===== src/hw/pse_pkg.sv =====
// shared constants and types of the protection and event supervisor
package pse_pkg;

  // ***********************************
  // measurement widths and nominals
  // ***********************************
  localparam int          MEAS_W     = 16;
  localparam logic [15:0] NOM_VOLT   = 16'h2710;
  localparam logic [15:0] NOM_CURR   = 16'h2710;
  localparam logic [15:0] NOM_POWR   = 16'h2710;
  localparam logic [31:0] PROT_NUM   = 32'h0000_000b;
  localparam logic [31:0] PROT_DEN   = 32'h0000_000a;
  localparam logic [15:0] PROT_MAX_V = 16'((32'(NOM_VOLT) * PROT_NUM) / PROT_DEN);
  localparam logic [15:0] PROT_MAX_I = 16'((32'(NOM_CURR) * PROT_NUM) / PROT_DEN);
  localparam logic [15:0] PROT_MAX_P = 16'((32'(NOM_POWR) * PROT_NUM) / PROT_DEN);

  // ***********************************
  // alarm and event indices
  // ***********************************
  localparam int NUM_PROT  = 3;
  localparam int NUM_LATCH = 5;
  localparam int NUM_ALM   = 6;
  localparam int NUM_EVT   = 5;
  localparam int ALM_OVP   = 0;
  localparam int ALM_OCP   = 1;
  localparam int ALM_OPP   = 2;
  localparam int ALM_ACF   = 3;
  localparam int ALM_OTMP  = 4;
  localparam int ALM_LINK  = 5;
  localparam int EVT_LOW_V  = 0;
  localparam int EVT_HIGH_V = 1;
  localparam int EVT_LOW_I  = 2;
  localparam int EVT_HIGH_I = 3;
  localparam int EVT_HIGH_P = 4;

  // ***********************************
  // configuration select codes
  // ***********************************
  localparam logic [3:0] CFG_SEL_PROT_V = 4'h0;
  localparam logic [3:0] CFG_SEL_PROT_I = 4'h1;
  localparam logic [3:0] CFG_SEL_PROT_P = 4'h2;
  localparam logic [3:0] CFG_SEL_EVT0   = 4'h3;
  localparam logic [3:0] CFG_SEL_LAST   = 4'h7;

  // ***********************************
  // profile store layout
  // ***********************************
  localparam int          MEM_AW      = 5;
  localparam int          MEM_DW      = 18;
  localparam int          MEM_DEPTH   = 25;
  localparam logic [2:0]  PROF_DEFAULT = 3'h0;
  localparam logic [2:0]  PROF_LAST    = 3'h5;
  localparam logic [2:0]  STEP_LAST    = 3'h4;
  localparam logic [2:0]  STEP_LOAD_END = 3'h5;
  localparam logic [15:0] EVT_THR_RST  = 16'h0000;

  typedef enum logic [1:0] {
    PSE_ACT_NONE    = 2'b00,
    PSE_ACT_SIGNAL  = 2'b01,
    PSE_ACT_WARNING = 2'b10,
    PSE_ACT_ALARM   = 2'b11
  } pse_act_e;

  typedef enum logic [1:0] {
    PSE_LT_IDLE  = 2'b00,
    PSE_LT_UNACK = 2'b01,
    PSE_LT_HELD  = 2'b10
  } pse_latch_e;

  typedef enum logic [1:0] {
    PSE_PF_IDLE = 2'b00,
    PSE_PF_SAVE = 2'b01,
    PSE_PF_LOAD = 2'b10
  } pse_prof_e;

endpackage : pse_pkg


===== src/hw/pse_alarm_latch.sv =====
// one device alarm latch with acknowledge handling
`timescale 1ns/1ns
module pse_alarm_latch
  import pse_pkg::*;
(
  input  wire logic clk,
  input  wire logic arst_n,
  input  wire logic cond,
  input  wire logic ack,
  output logic      shown_q,
  output logic      wait_ack_q
);

  pse_latch_e state_q;
  pse_latch_e state_d;

  always_comb begin
    state_d = state_q;
    case (state_q)
      PSE_LT_IDLE: begin
        if (cond) begin
          state_d = PSE_LT_UNACK;
        end
      end
      PSE_LT_UNACK: begin
        if (ack) begin
          state_d = cond ? PSE_LT_HELD : PSE_LT_IDLE;
        end
      end
      PSE_LT_HELD: begin
        if (!cond) begin
          state_d = PSE_LT_UNACK;
        end
      end
      default: begin
        state_d = PSE_LT_IDLE;
      end
    endcase
  end

  always_ff @(posedge clk or negedge arst_n) begin
    if (!arst_n) begin
      state_q    <= PSE_LT_IDLE;
      shown_q    <= 1'b0;
      wait_ack_q <= 1'b0;
    end else begin
      state_q    <= state_d;
      shown_q    <= (state_d != PSE_LT_IDLE);
      wait_ack_q <= (state_d == PSE_LT_UNACK);
    end
  end

  chk_latch_hold: assert property (@(posedge clk) disable iff (!arst_n)
    shown_q && !ack |=> shown_q) else $error("alarm dropped without ack");

  chk_ack_clears: assert property (@(posedge clk) disable iff (!arst_n)
    wait_ack_q && ack && !cond |=> !shown_q) else $error("acked alarm not cleared");

  chk_ack_persist: assert property (@(posedge clk) disable iff (!arst_n)
    wait_ack_q && ack && cond |=> shown_q && !wait_ack_q)
    else $error("persisting alarm mishandled");

  chk_reack_needed: assert property (@(posedge clk) disable iff (!arst_n)
    state_q == PSE_LT_HELD && !cond |=> shown_q && wait_ack_q)
    else $error("fresh ack not requested");

endmodule : pse_alarm_latch


===== src/hw/pse_profile_mem.sv =====
// event configuration store for the user profiles
`timescale 1ns/1ns
module pse_profile_mem
  import pse_pkg::*;
(
  input  wire logic              clk,
  input  wire logic              arst_n,
  input  wire logic              we,
  input  wire logic [MEM_AW-1:0] waddr,
  input  wire logic [MEM_DW-1:0] wdata,
  input  wire logic [MEM_AW-1:0] raddr,
  output logic      [MEM_DW-1:0] rdata_q
);

  logic [MEM_DW-1:0] mem_q [MEM_DEPTH];

  // user profiles start equal to the default: thresholds zero, action none
  always_ff @(posedge clk or negedge arst_n) begin
    if (!arst_n) begin
      for (int i = 0; i < MEM_DEPTH; i++) begin
        mem_q[i] <= '0;
      end
    end else if (we) begin
      mem_q[waddr] <= wdata;
    end
  end

  always_ff @(posedge clk or negedge arst_n) begin
    if (!arst_n) begin
      rdata_q <= '0;
    end else begin
      rdata_q <= mem_q[raddr];
    end
  end

endmodule : pse_profile_mem


===== src/hw/pse_supervisor.sv =====
// protection alarm and user event supervisor of the dc load input
// ************************************************************
// Notes on behaviour
// - each device alarm stays pending until acknowledged, condition or not
// - ack clears the alarm indication only if the condition is already gone
// - ack during a persisting condition keeps indication; fresh ack needed later
// - voltage reaching its threshold alarms, drops input, flags analog output
// - current reaching its threshold alarms and drops the input
// - power reaching its threshold alarms and drops the input
// - protection thresholds reset to 110 percent of nominal
// - ac supply failure alarms and drops the input, fixed
// - overtemperature alarms, drops the input and flags analog output
// - initialised master loses a slave or sees uninitialised slave: link alarm
// - link alarm clears only by disabling or reinitialising the link
// - acoustic signal only when the sound setting is on
// - user event actions reset to disabled
// - user events only while input is on; alarms always
// - five events, own threshold and own action each
// - low voltage event when voltage below threshold
// - high voltage event when voltage above threshold
// - low current event when current below threshold
// - high current event when current above threshold
// - high power event when power above threshold
// - event with alarm action drops the input
// - event configuration is saved and loaded per profile
// - signal posts message, warning adds warning, alarm adds alarm and sound
// ************************************************************
`timescale 1ns/1ns
module pse_supervisor
  import pse_pkg::*;
(
  input  wire logic              clk,
  input  wire logic              arst_n,
  input  wire logic              meas_valid,
  input  wire logic [MEAS_W-1:0] meas_voltage,
  input  wire logic [MEAS_W-1:0] meas_current,
  input  wire logic [MEAS_W-1:0] meas_power,
  input  wire logic              ac_fail,
  input  wire logic              temp_over,
  input  wire logic              ms_enabled,
  input  wire logic              ms_initialised,
  input  wire logic              ms_slave_lost,
  input  wire logic              ms_slave_uninit,
  input  wire logic              ms_reinit,
  input  wire logic              alarm_ack,
  input  wire logic              sound_enable,
  input  wire logic              dc_on_req,
  input  wire logic              dc_off_req,
  input  wire logic              cfg_wr,
  input  wire logic [3:0]        cfg_sel,
  input  wire logic [MEAS_W-1:0] cfg_value,
  input  wire logic [1:0]        cfg_action,
  input  wire logic              profile_save,
  input  wire logic              profile_load,
  input  wire logic [2:0]        profile_idx,
  output logic                   dc_input_on_q,
  output logic [NUM_ALM-1:0]     alarm_shown,
  output logic [NUM_LATCH-1:0]   alarm_unacked,
  output logic                   analog_alarm_q,
  output logic [NUM_EVT-1:0]     evt_hit_q,
  output logic [NUM_EVT-1:0]     evt_msg_q,
  output logic                   warning_ind_q,
  output logic                   evt_alarm_ind_q,
  output logic                   beep_q,
  output logic                   profile_busy_q
);

  // ***********************************
  // decode helpers
  // ***********************************
  function automatic logic [MEAS_W-1:0] clamp(input logic [MEAS_W-1:0] v, input logic [MEAS_W-1:0] lim);
    clamp = (v > lim) ? lim : v;
  endfunction : clamp

  function automatic logic evt_cmp(input int k, input logic [MEAS_W-1:0] v, input logic [MEAS_W-1:0] i,
                                   input logic [MEAS_W-1:0] p, input logic [MEAS_W-1:0] thr);
    case (k)
      EVT_LOW_V:  evt_cmp = v < thr;
      EVT_HIGH_V: evt_cmp = v > thr;
      EVT_LOW_I:  evt_cmp = i < thr;
      EVT_HIGH_I: evt_cmp = i > thr;
      default:    evt_cmp = p > thr;
    endcase
  endfunction : evt_cmp

  function automatic logic [MEAS_W-1:0] evt_limit(input int k);
    case (k)
      EVT_LOW_V, EVT_HIGH_V: evt_limit = NOM_VOLT;
      EVT_LOW_I, EVT_HIGH_I: evt_limit = NOM_CURR;
      default:               evt_limit = NOM_POWR;
    endcase
  endfunction : evt_limit

  function automatic logic [MEM_AW-1:0] prof_base(input logic [2:0] idx);
    prof_base = MEM_AW'(MEM_AW'(idx - 3'h1) * MEM_AW'(3'h5));
  endfunction : prof_base

  // ***********************************
  // state
  // ***********************************
  logic [MEAS_W-1:0]    prot_thr_q [NUM_PROT];
  logic [MEAS_W-1:0]    evt_thr_q  [NUM_EVT];
  pse_act_e             evt_act_q  [NUM_EVT];
  logic [NUM_PROT-1:0]  prot_hit_q;
  logic [NUM_LATCH-1:0] alm_cond;
  logic [NUM_LATCH-1:0] latch_shown;
  logic                 link_cond;
  logic                 link_alarm_q;
  logic [NUM_EVT-1:0]   evt_alm_hit;
  logic [NUM_EVT-1:0]   evt_warn_hit;
  logic [NUM_EVT-1:0]   evt_any_hit;
  logic                 trip;
  pse_prof_e            pf_state_q;
  logic [2:0]           pf_step_q;
  logic [2:0]           pf_idx_q;
  logic                 mem_we;
  logic [MEM_AW-1:0]    mem_waddr;
  logic [MEM_DW-1:0]    mem_wdata;
  logic [MEM_AW-1:0]    mem_raddr;
  logic [MEM_DW-1:0]    mem_rdata_q;
  logic [2:0]           load_slot;

  // ***********************************
  // protection compares
  // ***********************************
  // compare on update
  always_ff @(posedge clk or negedge arst_n) begin
    if (!arst_n) begin
      prot_hit_q <= '0;
    end else if (meas_valid) begin
      prot_hit_q[ALM_OVP] <= meas_voltage >= prot_thr_q[ALM_OVP];
      prot_hit_q[ALM_OCP] <= meas_current >= prot_thr_q[ALM_OCP];
      prot_hit_q[ALM_OPP] <= meas_power >= prot_thr_q[ALM_OPP];
    end
  end

  assign alm_cond = {temp_over, ac_fail, prot_hit_q};

  generate
    for (genvar a = 0; a < NUM_LATCH; a++) begin : g_latch
      pse_alarm_latch u_latch (
        .clk        (clk),
        .arst_n     (arst_n),
        .cond       (alm_cond[a]),
        .ack        (alarm_ack),
        .shown_q    (latch_shown[a]),
        .wait_ack_q (alarm_unacked[a])
      );
    end
  endgenerate

  // ***********************************
  // master-slave link alarm
  // ***********************************
  // link loss detect
  assign link_cond = ms_enabled && ms_initialised && (ms_slave_lost || ms_slave_uninit);

  // cleared by disable or reinit only
  always_ff @(posedge clk or negedge arst_n) begin
    if (!arst_n) begin
      link_alarm_q <= 1'b0;
    end else if (!ms_enabled || ms_reinit) begin
      link_alarm_q <= 1'b0;
    end else if (link_cond) begin
      link_alarm_q <= 1'b1;
    end
  end

  assign alarm_shown = {link_alarm_q, latch_shown};

  always_ff @(posedge clk or negedge arst_n) begin
    if (!arst_n) begin
      analog_alarm_q <= 1'b0;
    end else begin
      analog_alarm_q <= latch_shown[ALM_OVP] || latch_shown[ALM_OTMP];
    end
  end

  // ***********************************
  // user events
  // ***********************************
  generate
    for (genvar k = 0; k < NUM_EVT; k++) begin : g_evt
      always_ff @(posedge clk or negedge arst_n) begin
        if (!arst_n) begin
          evt_hit_q[k] <= 1'b0;
        end else if (!dc_input_on_q) begin
          evt_hit_q[k] <= 1'b0;
        end else if (meas_valid) begin
          evt_hit_q[k] <= (evt_act_q[k] != PSE_ACT_NONE) &&
                          evt_cmp(k, meas_voltage, meas_current, meas_power, evt_thr_q[k]);
        end
      end
      assign evt_any_hit[k]  = evt_hit_q[k] && (evt_act_q[k] != PSE_ACT_NONE);
      assign evt_warn_hit[k] = evt_hit_q[k] && (evt_act_q[k] == PSE_ACT_WARNING);
      assign evt_alm_hit[k]  = evt_hit_q[k] && (evt_act_q[k] == PSE_ACT_ALARM);
    end
  endgenerate

  // action indications, set wins over ack
  always_ff @(posedge clk or negedge arst_n) begin
    if (!arst_n) begin
      evt_msg_q       <= '0;
      warning_ind_q   <= 1'b0;
      evt_alarm_ind_q <= 1'b0;
    end else begin
      evt_msg_q       <= (evt_msg_q & ~{NUM_EVT{alarm_ack}}) | evt_any_hit;
      warning_ind_q   <= (warning_ind_q && !alarm_ack) || (|evt_warn_hit);
      evt_alarm_ind_q <= (evt_alarm_ind_q && !alarm_ack) || (|evt_alm_hit);
    end
  end

  always_ff @(posedge clk or negedge arst_n) begin
    if (!arst_n) begin
      beep_q <= 1'b0;
    end else begin
      beep_q <= sound_enable && ((|alarm_unacked) || link_alarm_q || evt_alarm_ind_q);
    end
  end

  // ***********************************
  // dc input switch
  // ***********************************
  // event alarm trips too
  assign trip = (|alm_cond) || link_cond || link_alarm_q || (|evt_alm_hit);

  always_ff @(posedge clk or negedge arst_n) begin
    if (!arst_n) begin
      dc_input_on_q <= 1'b0;
    end else if (trip || dc_off_req) begin
      dc_input_on_q <= 1'b0;
    end else if (dc_on_req) begin
      dc_input_on_q <= 1'b1;
    end
  end

  // ***********************************
  // profile save and load
  // ***********************************
  assign mem_we    = (pf_state_q == PSE_PF_SAVE);
  assign mem_waddr = MEM_AW'(prof_base(pf_idx_q) + MEM_AW'(pf_step_q));
  assign mem_wdata = {evt_act_q[pf_step_q], evt_thr_q[pf_step_q]};
  assign mem_raddr = MEM_AW'(prof_base(pf_idx_q) + MEM_AW'(pf_step_q));
  assign load_slot = pf_step_q - 3'h1;

  pse_profile_mem u_mem (
    .clk     (clk),
    .arst_n  (arst_n),
    .we      (mem_we),
    .waddr   (mem_waddr),
    .wdata   (mem_wdata),
    .raddr   (mem_raddr),
    .rdata_q (mem_rdata_q)
  );

  always_ff @(posedge clk or negedge arst_n) begin
    if (!arst_n) begin
      pf_state_q     <= PSE_PF_IDLE;
      pf_step_q      <= '0;
      pf_idx_q       <= PROF_DEFAULT;
      profile_busy_q <= 1'b0;
    end else begin
      case (pf_state_q)
        PSE_PF_IDLE: begin
          pf_step_q <= '0;
          pf_idx_q  <= profile_idx;
          if (profile_save && profile_idx != PROF_DEFAULT && profile_idx <= PROF_LAST) begin
            pf_state_q     <= PSE_PF_SAVE;
            profile_busy_q <= 1'b1;
          end else if (profile_load && profile_idx != PROF_DEFAULT && profile_idx <= PROF_LAST) begin
            pf_state_q     <= PSE_PF_LOAD;
            profile_busy_q <= 1'b1;
          end
        end
        PSE_PF_SAVE: begin
          pf_step_q <= pf_step_q + 3'h1;
          if (pf_step_q == STEP_LAST) begin
            pf_state_q     <= PSE_PF_IDLE;
            profile_busy_q <= 1'b0;
          end
        end
        PSE_PF_LOAD: begin
          pf_step_q <= pf_step_q + 3'h1;
          if (pf_step_q == STEP_LOAD_END) begin
            pf_state_q     <= PSE_PF_IDLE;
            profile_busy_q <= 1'b0;
          end
        end
        default: begin
          pf_state_q     <= PSE_PF_IDLE;
          profile_busy_q <= 1'b0;
        end
      endcase
    end
  end

  // ***********************************
  // configuration
  // ***********************************
  always_ff @(posedge clk or negedge arst_n) begin
    if (!arst_n) begin
      prot_thr_q[ALM_OVP] <= PROT_MAX_V;
      prot_thr_q[ALM_OCP] <= PROT_MAX_I;
      prot_thr_q[ALM_OPP] <= PROT_MAX_P;
      for (int k = 0; k < NUM_EVT; k++) begin
        evt_thr_q[k] <= EVT_THR_RST;
        evt_act_q[k] <= PSE_ACT_NONE;
      end
    end else if (pf_state_q == PSE_PF_IDLE && profile_load && profile_idx == PROF_DEFAULT) begin
      for (int k = 0; k < NUM_EVT; k++) begin
        evt_thr_q[k] <= EVT_THR_RST;
        evt_act_q[k] <= PSE_ACT_NONE;
      end
    end else if (pf_state_q == PSE_PF_LOAD) begin
      if (pf_step_q != 3'h0) begin
        evt_thr_q[load_slot] <= mem_rdata_q[MEAS_W-1:0];
        evt_act_q[load_slot] <= pse_act_e'(mem_rdata_q[MEM_DW-1:MEAS_W]);
      end
    end else if (cfg_wr && pf_state_q == PSE_PF_IDLE) begin
      case (cfg_sel)
        CFG_SEL_PROT_V: prot_thr_q[ALM_OVP] <= clamp(cfg_value, PROT_MAX_V);
        CFG_SEL_PROT_I: prot_thr_q[ALM_OCP] <= clamp(cfg_value, PROT_MAX_I);
        CFG_SEL_PROT_P: prot_thr_q[ALM_OPP] <= clamp(cfg_value, PROT_MAX_P);
        default: begin
          for (int k = 0; k < NUM_EVT; k++) begin
            if (cfg_sel == CFG_SEL_EVT0 + 4'(k)) begin
              evt_thr_q[k] <= clamp(cfg_value, evt_limit(k));
              evt_act_q[k] <= pse_act_e'(cfg_action);
            end
          end
        end
      endcase
    end
  end

  // ***********************************
  // checks
  // ***********************************
  chk_prot_trip: assert property (@(posedge clk) disable iff (!arst_n)
    (|alm_cond) |=> !dc_input_on_q) else $error("alarm did not drop input");

  chk_compare_time: assert property (@(posedge clk) disable iff (!arst_n)
    meas_valid && (meas_voltage >= prot_thr_q[ALM_OVP]) |=> prot_hit_q[ALM_OVP])
    else $error("voltage limit not registered");

  chk_link_hold: assert property (@(posedge clk) disable iff (!arst_n)
    link_alarm_q && ms_enabled && !ms_reinit |=> link_alarm_q) else $error("link alarm lost");

  chk_link_raise: assert property (@(posedge clk) disable iff (!arst_n)
    link_cond && !ms_reinit |=> link_alarm_q && !dc_input_on_q) else $error("link loss missed");

  chk_beep_gate: assert property (@(posedge clk) disable iff (!arst_n)
    !sound_enable |=> !beep_q) else $error("sound while disabled");

  chk_evt_off: assert property (@(posedge clk) disable iff (!arst_n)
    !dc_input_on_q |=> evt_hit_q == '0) else $error("event while input off");

  chk_evt_trip: assert property (@(posedge clk) disable iff (!arst_n)
    (|evt_alm_hit) |=> !dc_input_on_q && evt_alarm_ind_q) else $error("event alarm ignored");

endmodule : pse_supervisor


===== config.mk =====
export PLATFORM = sky130hd
export DESIGN_NAME = pse_supervisor
export DESIGN_NICKNAME = d
export VERILOG_FILES = /design/src/hw/pse_pkg.sv /design/src/hw/pse_alarm_latch.sv /design/src/hw/pse_profile_mem.sv /design/src/hw/pse_supervisor.sv
export SDC_FILE = /design/constraint.sdc
export NUM_CORES = 1
export LEC_CHECK = 0
export ABC_AREA = 1
export ABC_CLOCK_PERIOD_IN_PS = 4400
export BUFFER_PORTS_ARGS = -buffer_cell sky130_fd_sc_hd__buf_4
export CAP_MARGIN = 20
export CORE_MARGIN = 4
export CORE_UTILIZATION = 40
export DETAILED_ROUTE_END_ITERATION = 8
export PLACE_DENSITY = 0.53
export SLEW_MARGIN = 10
export SYNTH_ARGS = -nofsm -noshare
export SYNTH_HDL_FRONTEND = slang
export SYNTH_HIERARCHICAL = 1
export SYNTH_SLANG_ARGS = --single-unit

===== constraint.sdc =====
create_clock -name clk -period 4.4 [get_ports clk]
set_input_delay 0.22 -clock clk [delete_from_list [all_inputs] [get_ports clk]]
set_output_delay 0.22 -clock clk [all_outputs]
set_load 0.03 [all_outputs]

==> qor.yml, run 1 <==
run:
  cap_violations: 0
yosys:
  post_synth_inst_count: 4598
  postSynth.asyncResetShare_pct: 100
  ys_seq_elements: 654
  synth_top_cell_by_area: "sky130_fd_sc_hd__dfrtp_1"
  synth-edff-count: 0
  post_synth_main_area_contributors: "sky130_fd_sc_hd__dfrtp_1 45%, sky130_fd_sc_hd__nand2_1 16%, sky130_fd_sc_hd__o21ai_0 7.8%"
  synth.avg_cell_area_um2: 7.67
  synth_seq_area_share_pct: 46.5
  synth_top_cell_area_share_pct: 44.7
  most_frequently_used_flop_master_after_synthesis: "sky130_fd_sc_hd__dfrtp_1"
  netlist_area_um2: 35300
  yosys.cell_types.count: 55
  mappedNetlistNets: 4833
  yosys_warnings: 6
global_routing:
  grt_remaining_overflow: 0
  antenna_found_initial: 1
  grt_pass1_wl_mm: 169
  first_global_vias: 27973
  grt_use_total_pct: 23.0
  grt_max_degree: 142
die:
  rows: 108
  floorplan.initialDensity_pct: 40.5
  die_area_um2: 93000
  ioPinCount: 117
  core-area_um2: 87200
  chipWidth_um: 305
  die_h_um: 305
setup_path:
  cp_slowest_cell: "sky130_fd_sc_hd__nand2_2"
  timing.critical_path.slowest_cell_delay_ns: 0.44
  crit_type: "reg -> reg"
  critical_path_peak_fanout: 36
  timing.critical_path.depth: 16
  cp_startpoint_kind: "flip-flop"
  critical_path.top_delay_family: "adder cells"
  crit_chain: "inv_1 -> ha_1 -> inv_1 -> ha_1 -> ha_1 -> ha_1 -> a21oi_1 -> nand2_1 -> xor2_1 -> xor2_1 -> inv_1 -> inv_2 -> nor3_4 -> nand2_2 -> nand2_1 -> o21ai_0"
  timing.critical_path.required_ns: 4.86
  crit_path_frequent_cell: "sky130_fd_sc_hd__ha_1"
  worstPathArrival_ns: 4.39
  setup.worst_path.end_class: "flip-flop"
  reg2regPathDepth: 16
  crit_buf_inv: 4
drt:
  detail_route.wl_per_cell_um: 18.4
  drt_first_iter_violations: 2237
  post-route-drc-count: 0
  drt_wl_total_mm: 108
  drt_pre_antenna_iters: 6
  route.antenna.remaining_nets: 0
  vias: 29219
  detail_route.vias_per_cell: 4.99
sta:
  fin_worst_skew_ns: 0.0305
  final_min_period_over_clock_period_pct: 89.5
  worstMarginPinSlew_ns: 1.06
  final-hold-violation-count: 0
  fmax_ghz: 0.254
  setup_viol_count_final: 0
  max_slew_margin_pct: 28.3
  finalWorstPathRequiredPeriod_ns: 3.94
  rsz0062_at_grt: "no"
  final_max_slew_viol_count: 0
  setup_total_negative_slack_ns: 0
layout:
  count_of_nets_after_finishing: 4875
  final_layout_size_suffix_gt1_share_pct: 10.3
  antennaDiodeCount: 0
  syn2layout_area_growth_pct: 13.4
  post_route_cell_area_um2: 40000
clock_tree:
  post-cts-setup-buffer-count: 0
  clk-insertion-delay-late_ns: 0.62
  cts-root-buf: "sky130_fd_sc_hd__clkbuf_16"
  htree_num_levels: 3
  ctsLongestPathBuffers: 3
  cts_tree: "built"
  clkTransAtPathRegs_ns: 0.06
  cts.sinks: 654
  cts_buffers: 78
worst_hold_path:
  min_path_cells: 5
  min-delay-path-class: "in -> reg"
placed_design:
  port_buffers: 116
  place_area_um2: 37000
  finalWeightedCongestion: 0.837
  detailed_place_hpwl_mm: 73.3
status:
  outcome: "finished, final reports clean"
## worst paths after layout
path / start / end / slack, ns
worst max register to register: pf_idx_q[0]$_DFFE_PN0N_ / u_mem/mem_q[41]$_DFFE_PN0P_ / 0.46
worst max-delay path: pf_idx_q[0]$_DFFE_PN0N_ / u_mem/mem_q[41]$_DFFE_PN0P_ / 0.46
max in group asynchronous: arst_n / evt_thr_q[69]$_DFFE_PN0P_ / 3.01
worst min-delay path: cfg_value[5] / evt_thr_q[21]$_DFFE_PN0P_ / 0.03
min in group asynchronous: arst_n / evt_msg_q[1]$_DFF_PN0_ / 0.23
worst min register to register: u_mem/mem_q[373]$_DFFE_PN0P_ / u_mem/mem_q[373]$_DFFE_PN0P_ / 0.47
## cells in the final DEF, fill, tap and decap left out, types with 15 or more instances in the layout
cell type                          n
sky130_fd_sc_hd__ha_1            142
sky130_fd_sc_hd__dlygate4sd3_1    20
sky130_fd_sc_hd__nor2_1           54
sky130_fd_sc_hd__o21ai_1          32
sky130_fd_sc_hd__o31ai_1          17
sky130_fd_sc_hd__nand2_2          33
sky130_fd_sc_hd__nor3_1           18
sky130_fd_sc_hd__clkbuf_16        80
sky130_fd_sc_hd__o21ai_0         551
sky130_fd_sc_hd__nand3_1         445
sky130_fd_sc_hd__or2_2            19
sky130_fd_sc_hd__inv_1           593
sky130_fd_sc_hd__nand4_1          15
sky130_fd_sc_hd__a21oi_1         107
sky130_fd_sc_hd__nand2_1        1549
sky130_fd_sc_hd__buf_4           177
sky130_fd_sc_hd__dfrtp_1         629
sky130_fd_sc_hd__inv_2            18
sky130_fd_sc_hd__dfstp_2          24
sky130_fd_sc_hd__clkbuf_8         22
sky130_fd_sc_hd__nand3_2          16
## area by class of cell
type | instances | area (um2)
Clock inverter | 25 | 417
Fill cell | 8922 | 47200
Multi-Input combinational cell | 3074 | 15200
Inverter | 619 | 2340
Clock buffer | 116 | 2360
Tap cell | 1155 | 1450
Sequential cell | 654 | 16400
Timing Repair Buffer | 213 | 1850
## tightest hold or removal path, delay by kind of cell
kind,cells,cell delay [ns]
AND/OR/NAND/NOR,4,0.28
buffers and inverters,1,0.11
## timing repair
action	CTS	global route
endpoints found under the hold margin	124	0
endpoints found under the setup margin	0	0
hold buffers	20	0
resized for setup	0	0
## routing by layer
metal	wire (um)	vias to the layer above	share of wire [%]	global-route usage (%)
met2	50700	583	47	38.1
li1	-	14618	-	-
met1	49700	13867	46	31.7
met3	4050	151	3.8	2.70
met5	0	-	0	0
met4	3370	0	3.1	7.04
## cell usage after synthesis, types with 5 or more instances
cell	instances
sky130_fd_sc_hd__a21oi_1	107
sky130_fd_sc_hd__buf_1	30
sky130_fd_sc_hd__buf_2	64
sky130_fd_sc_hd__buf_4	10
sky130_fd_sc_hd__buf_6	43
sky130_fd_sc_hd__clkbuf_1	99
sky130_fd_sc_hd__clkbuf_2	5
sky130_fd_sc_hd__dfrtp_1	630
sky130_fd_sc_hd__dfstp_2	24
sky130_fd_sc_hd__ha_1	144
sky130_fd_sc_hd__inv_1	594
sky130_fd_sc_hd__inv_2	19
sky130_fd_sc_hd__nand2_1	1549
sky130_fd_sc_hd__nand2_2	33
sky130_fd_sc_hd__nand3_1	445
sky130_fd_sc_hd__nand3_2	16
sky130_fd_sc_hd__nand4_1	15
sky130_fd_sc_hd__nor2_1	54
sky130_fd_sc_hd__nor2_8	7
sky130_fd_sc_hd__nor3_1	18
sky130_fd_sc_hd__nor3_4	9
sky130_fd_sc_hd__o21a_1	6
sky130_fd_sc_hd__o21ai_0	551
sky130_fd_sc_hd__o21ai_1	32
sky130_fd_sc_hd__o21ai_2	10
sky130_fd_sc_hd__o31ai_1	17
sky130_fd_sc_hd__or2_2	19
## cell families (layout without fill, tap and decap cells)
| family | Yosys count | count (layout) | synth area share, % |
|---|---|---|---|
| AND/OR/NAND/NOR | 2182 | 2182 | 26.7 |
| adder cells (fa/ha/maj) | 145 | 145 | 5.16 |
| flip-flops | 654 | 654 | 46.5 |
| AO/OA/AOI/OAI | 740 | 740 | 10.9 |
| buffers and inverters | 870 | 973 | 10.6 |
| XOR/XNOR | 7 | 7 | 0.227 |
## flip-flops by register name, indices dropped and copies added, names as in the netlist, 2 cells and up
name and cells:
g_latch.u_latch/wait_ack_q 5, pf_state_q 2, prot_thr_q 48, pf_step_q 3, evt_thr_q 80, evt_msg_q 5
u_mem/mem_q 450, g_latch.u_latch/shown_q 5, g_latch.u_latch/state_q 10, u_mem/rdata_q 18, evt_act_q 10, pf_idx_q 3
prot_hit_q 3, evt_hit_q 5
## per-stage QoR
step	hold WS, ns	util (%)	worst slack [ns]	instances
2_1_floorplan	-0.0756	-	0.588	4598
3_3_place_gp	0.375	42.5	0.457	5694
6_report	0.0323	45.9	0.464	5856
3_5_place_dp	0.371	42.5	0.464	5694
5_1_grt	0.0499	45.9	0.120	5856
4_1_cts	0.00508	45.9	0.434	5855
Power of run 1 is left out: the tool's default activity adds up to more than one toggle a clock period on the data nets, which glitch-free logic cannot reach.
==> run 2, diff against run 1 <==
Settings changed: SYNTH_HIERARCHICAL 1 to unset.
==> run 2 against run 1 <==
- first-iteration DRC count up 12%
- non-clock buffer count up 28
- synthesized cell count down 2.7%
- die area down 2.4%
- maximum frequency down 1.8%
- wire length up 11%
- worst setup slack worse by 0.072 ns
- critical endpoint is now u_mem.mem_q[295]$_DFFE_PN0P_
==> qor.yml, run 2 <==
yosys:
  yosys.cell_types.count: 46
  synth_seq_area_share_pct: 47.6
  post_synth_inst_count: 4474
  ys_seq_elements: 654
  synth.avg_cell_area_um2: 7.69
  synth_top_cell_by_area: "sky130_fd_sc_hd__dfrtp_1"
  synth_top_cell_area_share_pct: 45.8
  post_synth_main_area_contributors: "sky130_fd_sc_hd__dfrtp_1 46%, sky130_fd_sc_hd__nand2_1 22%, sky130_fd_sc_hd__ha_1 5.2%"
  synth-edff-count: 0
  yosys_warnings: 0
  most_frequently_used_flop_master_after_synthesis: "sky130_fd_sc_hd__dfrtp_1"
  ys_top_cells_by_count: "2051 x sky130_fd_sc_hd__nand2_1, 630 x sky130_fd_sc_hd__dfrtp_1, 346 x sky130_fd_sc_hd__o21ai_0, 278 x sky130_fd_sc_hd__nand4_1, 256 x sky130_fd_sc_hd__inv_1"
  postSynth.asyncResetShare_pct: 100
  netlist_area_um2: 34400
  synth.most_common_cell: "sky130_fd_sc_hd__nand2_1"
  mappedNetlistNets: 4709
placed_design:
  detailed_place_hpwl_mm: 77.0
  finalWeightedCongestion: 0.916
  port_buffers: 116
sta:
  final-hold-violation-count: 0
  fin_worst_skew_ns: 0.0282
  fmax_ghz: 0.250
  finalWorstPathRequiredPeriod_ns: 4.01
  max_slew_margin_pct: 37.0
  setup_total_negative_slack_ns: 0
  final_max_slew_viol_count: 0
  setup_viol_count_final: 0
  rsz0062_at_grt: "no"
  worstMarginPinSlew_ns: 0.934
  final_min_period_over_clock_period_pct: 91.1
layout:
  commonest_cells_after_routing_fill_and_taps_aside: "2046 x sky130_fd_sc_hd__nand2_1, 629 x sky130_fd_sc_hd__dfrtp_1, 346 x sky130_fd_sc_hd__o21ai_0"
  final_layout_size_suffix_gt1_share_pct: 9.79
  max_flop_register: "u_mem.mem_q"
  syn2layout_area_growth_pct: 14.6
  most_common_library_cell_in_the_layout_ignoring_fill_and_taps: "sky130_fd_sc_hd__nand2_1"
  count_of_nets_after_finishing: 4754
  flip_flop_count_of_the_largest_register_all_copies_and_words_added: 450
  top_regs: "u_mem.mem_q x450, evt_thr_q x80, prot_thr_q x48"
clock_tree:
  clkTransAtPathRegs_ns: 0.05
  cts-root-buf: "sky130_fd_sc_hd__clkbuf_16"
  hold_buffers: 19
  ctsLongestPathBuffers: 3
  htree_num_levels: 3
  clk-insertion-delay-late_ns: 0.63
  post-cts-setup-buffer-count: 0
  post_cts_resized: 0
  cts_tree: "built"
  cts.sinks: 654
  cts_buffers: 78
setup_path:
  timing.critical_path.required_ns: 4.95
  critical_path.top_delay_family: "simple AND/OR/NAND/NOR gates"
  timing.critical_path.slowest_cell_delay_ns: 0.81
  worstPathArrival_ns: 4.56
  critical_path_peak_fanout: 55
  crit_type: "reg -> reg"
  cp_slowest_cell: "sky130_fd_sc_hd__nor2_2"
  setup.worst_path.end_class: "flip-flop"
  crit_chain: "inv_1 -> ha_1 -> inv_1 -> nand2_1 -> nand2_1 -> ha_1 -> ha_1 -> fa_4 -> buf_12 -> nor2_1 -> nand2_2 -> nor2_2 -> nand2_1 -> nand2_1"
  crit_path_frequent_cell: "sky130_fd_sc_hd__nand2_1"
  crit_buf_inv: 3
  cp_startpoint_kind: "flip-flop"
drt:
  drt_wl_total_mm: 120
  route.antenna.remaining_nets: 0
  drt_pre_antenna_iters: 6
  post-route-drc-count: 0
  drt_first_iter_violations: 2498
  vias: 30386
  detail_route.vias_per_cell: 5.31
  detail_route.wl_per_cell_um: 20.9
die:
  core-area_um2: 85300
  chipWidth_um: 301
  rows: 107
  floorplan.initialDensity_pct: 40.4
  die_area_um2: 90800
  die_h_um: 301
  ioPinCount: 117
global_routing:
  first_global_vias: 29217
  grt_pass1_wl_mm: 183
  grt_max_degree: 120
  grt_use_total_pct: 26.2
  grt_remaining_overflow: 0
  antenna_found_initial: 0
status:
  outcome: "finished, final reports clean"
run:
  cap_violations: 0
worst_hold_path:
  min-delay-path-class: "in -> reg"
run 2: changes by cell type after synthesis, moves of 17 or more:
cell / change
sky130_fd_sc_hd__a22oi_1: +40
sky130_fd_sc_hd__buf_2: +38
sky130_fd_sc_hd__buf_6: -42
sky130_fd_sc_hd__clkbuf_1: +28
sky130_fd_sc_hd__inv_1: -338
sky130_fd_sc_hd__nand2_1: +502
sky130_fd_sc_hd__nand2_2: -28
sky130_fd_sc_hd__nand3_1: -358
sky130_fd_sc_hd__nand4_1: +263
sky130_fd_sc_hd__nor2_1: +30
sky130_fd_sc_hd__o21ai_0: -205
sky130_fd_sc_hd__o21ai_1: -17
run 2: logic make-up after synthesis:
logic type,synth area share [%]
AOI/OAI and AO/OA,8.83
xor gates and xnor gates,0.105
adders and majority gates,5.29
buffers and inverters,6.48
DFF,47.6
muxes,0.327
and+or+nand+nor,31.3
run 2: layer usage:
metal,global-route usage [%],routed length [um]
met4,10.6,5320
met5,0,0
met2,42.1,55400
met1,36.1,52200
met3,3.15,6720
run 2: final timing paths:
check	start	end	slack [ns]	cells after the start
max	pf_idx_q[0]$_DFFE_PN0P_	u_mem.mem_q[295]$_DFFE_PN0P_	0.39	14
min in group asynchronous	arst_n	evt_thr_q[38]$_DFFE_PN0P_	0.24	2
max reg2reg	pf_idx_q[0]$_DFFE_PN0P_	u_mem.mem_q[295]$_DFFE_PN0P_	0.39	14
min	meas_voltage[13]	evt_hit_q[0]$_DFFE_PN0P_	0.1	5
min reg2reg	u_mem.mem_q[98]$_DFFE_PN0P_	u_mem.mem_q[98]$_DFFE_PN0P_	0.47	2
max in group asynchronous	arst_n	u_mem.mem_q[446]$_DFFE_PN0P_	2.97	3
run 2: stage by stage:
step                cell area [um2]  setup slack, ns  hold WS, ns  util (%)  cells
finish                        39400            0.392       0.0998      46.2   5722
global route                  39400           0.0968       0.0909      46.2   5721
floorplan                     34400             1.07      -0.0756         -   4474
CTS                           39400            0.392       0.0528      46.2   5721
global placement              36700            0.434        0.318      43.0   5564
detailed placement            36700            0.412        0.327      43.0   5564
run 2: layout make-up:
class / count / area [um2]
Fill cell: 8637 / 45900
Sequential cell: 654 / 16400
Multi-Input combinational cell: 3283 / 16000
Clock buffer: 125 / 2370
Timing Repair Buffer: 241 / 2060
Tap cell: 1144 / 1430
Inverter: 261 / 985
Clock inverter: 13 / 159
Antenna cell: 1 / 2.50
run 2: worst min-delay path, stage by stage:
cell	delay [ns]
sky130_fd_sc_hd__buf_4	0.12
sky130_fd_sc_hd__ha_1	0.14
sky130_fd_sc_hd__a31oi_1	0.08
sky130_fd_sc_hd__nand2_1	0.07
sky130_fd_sc_hd__nand2_1	0.05
Power of run 2 is left out for the same reason.
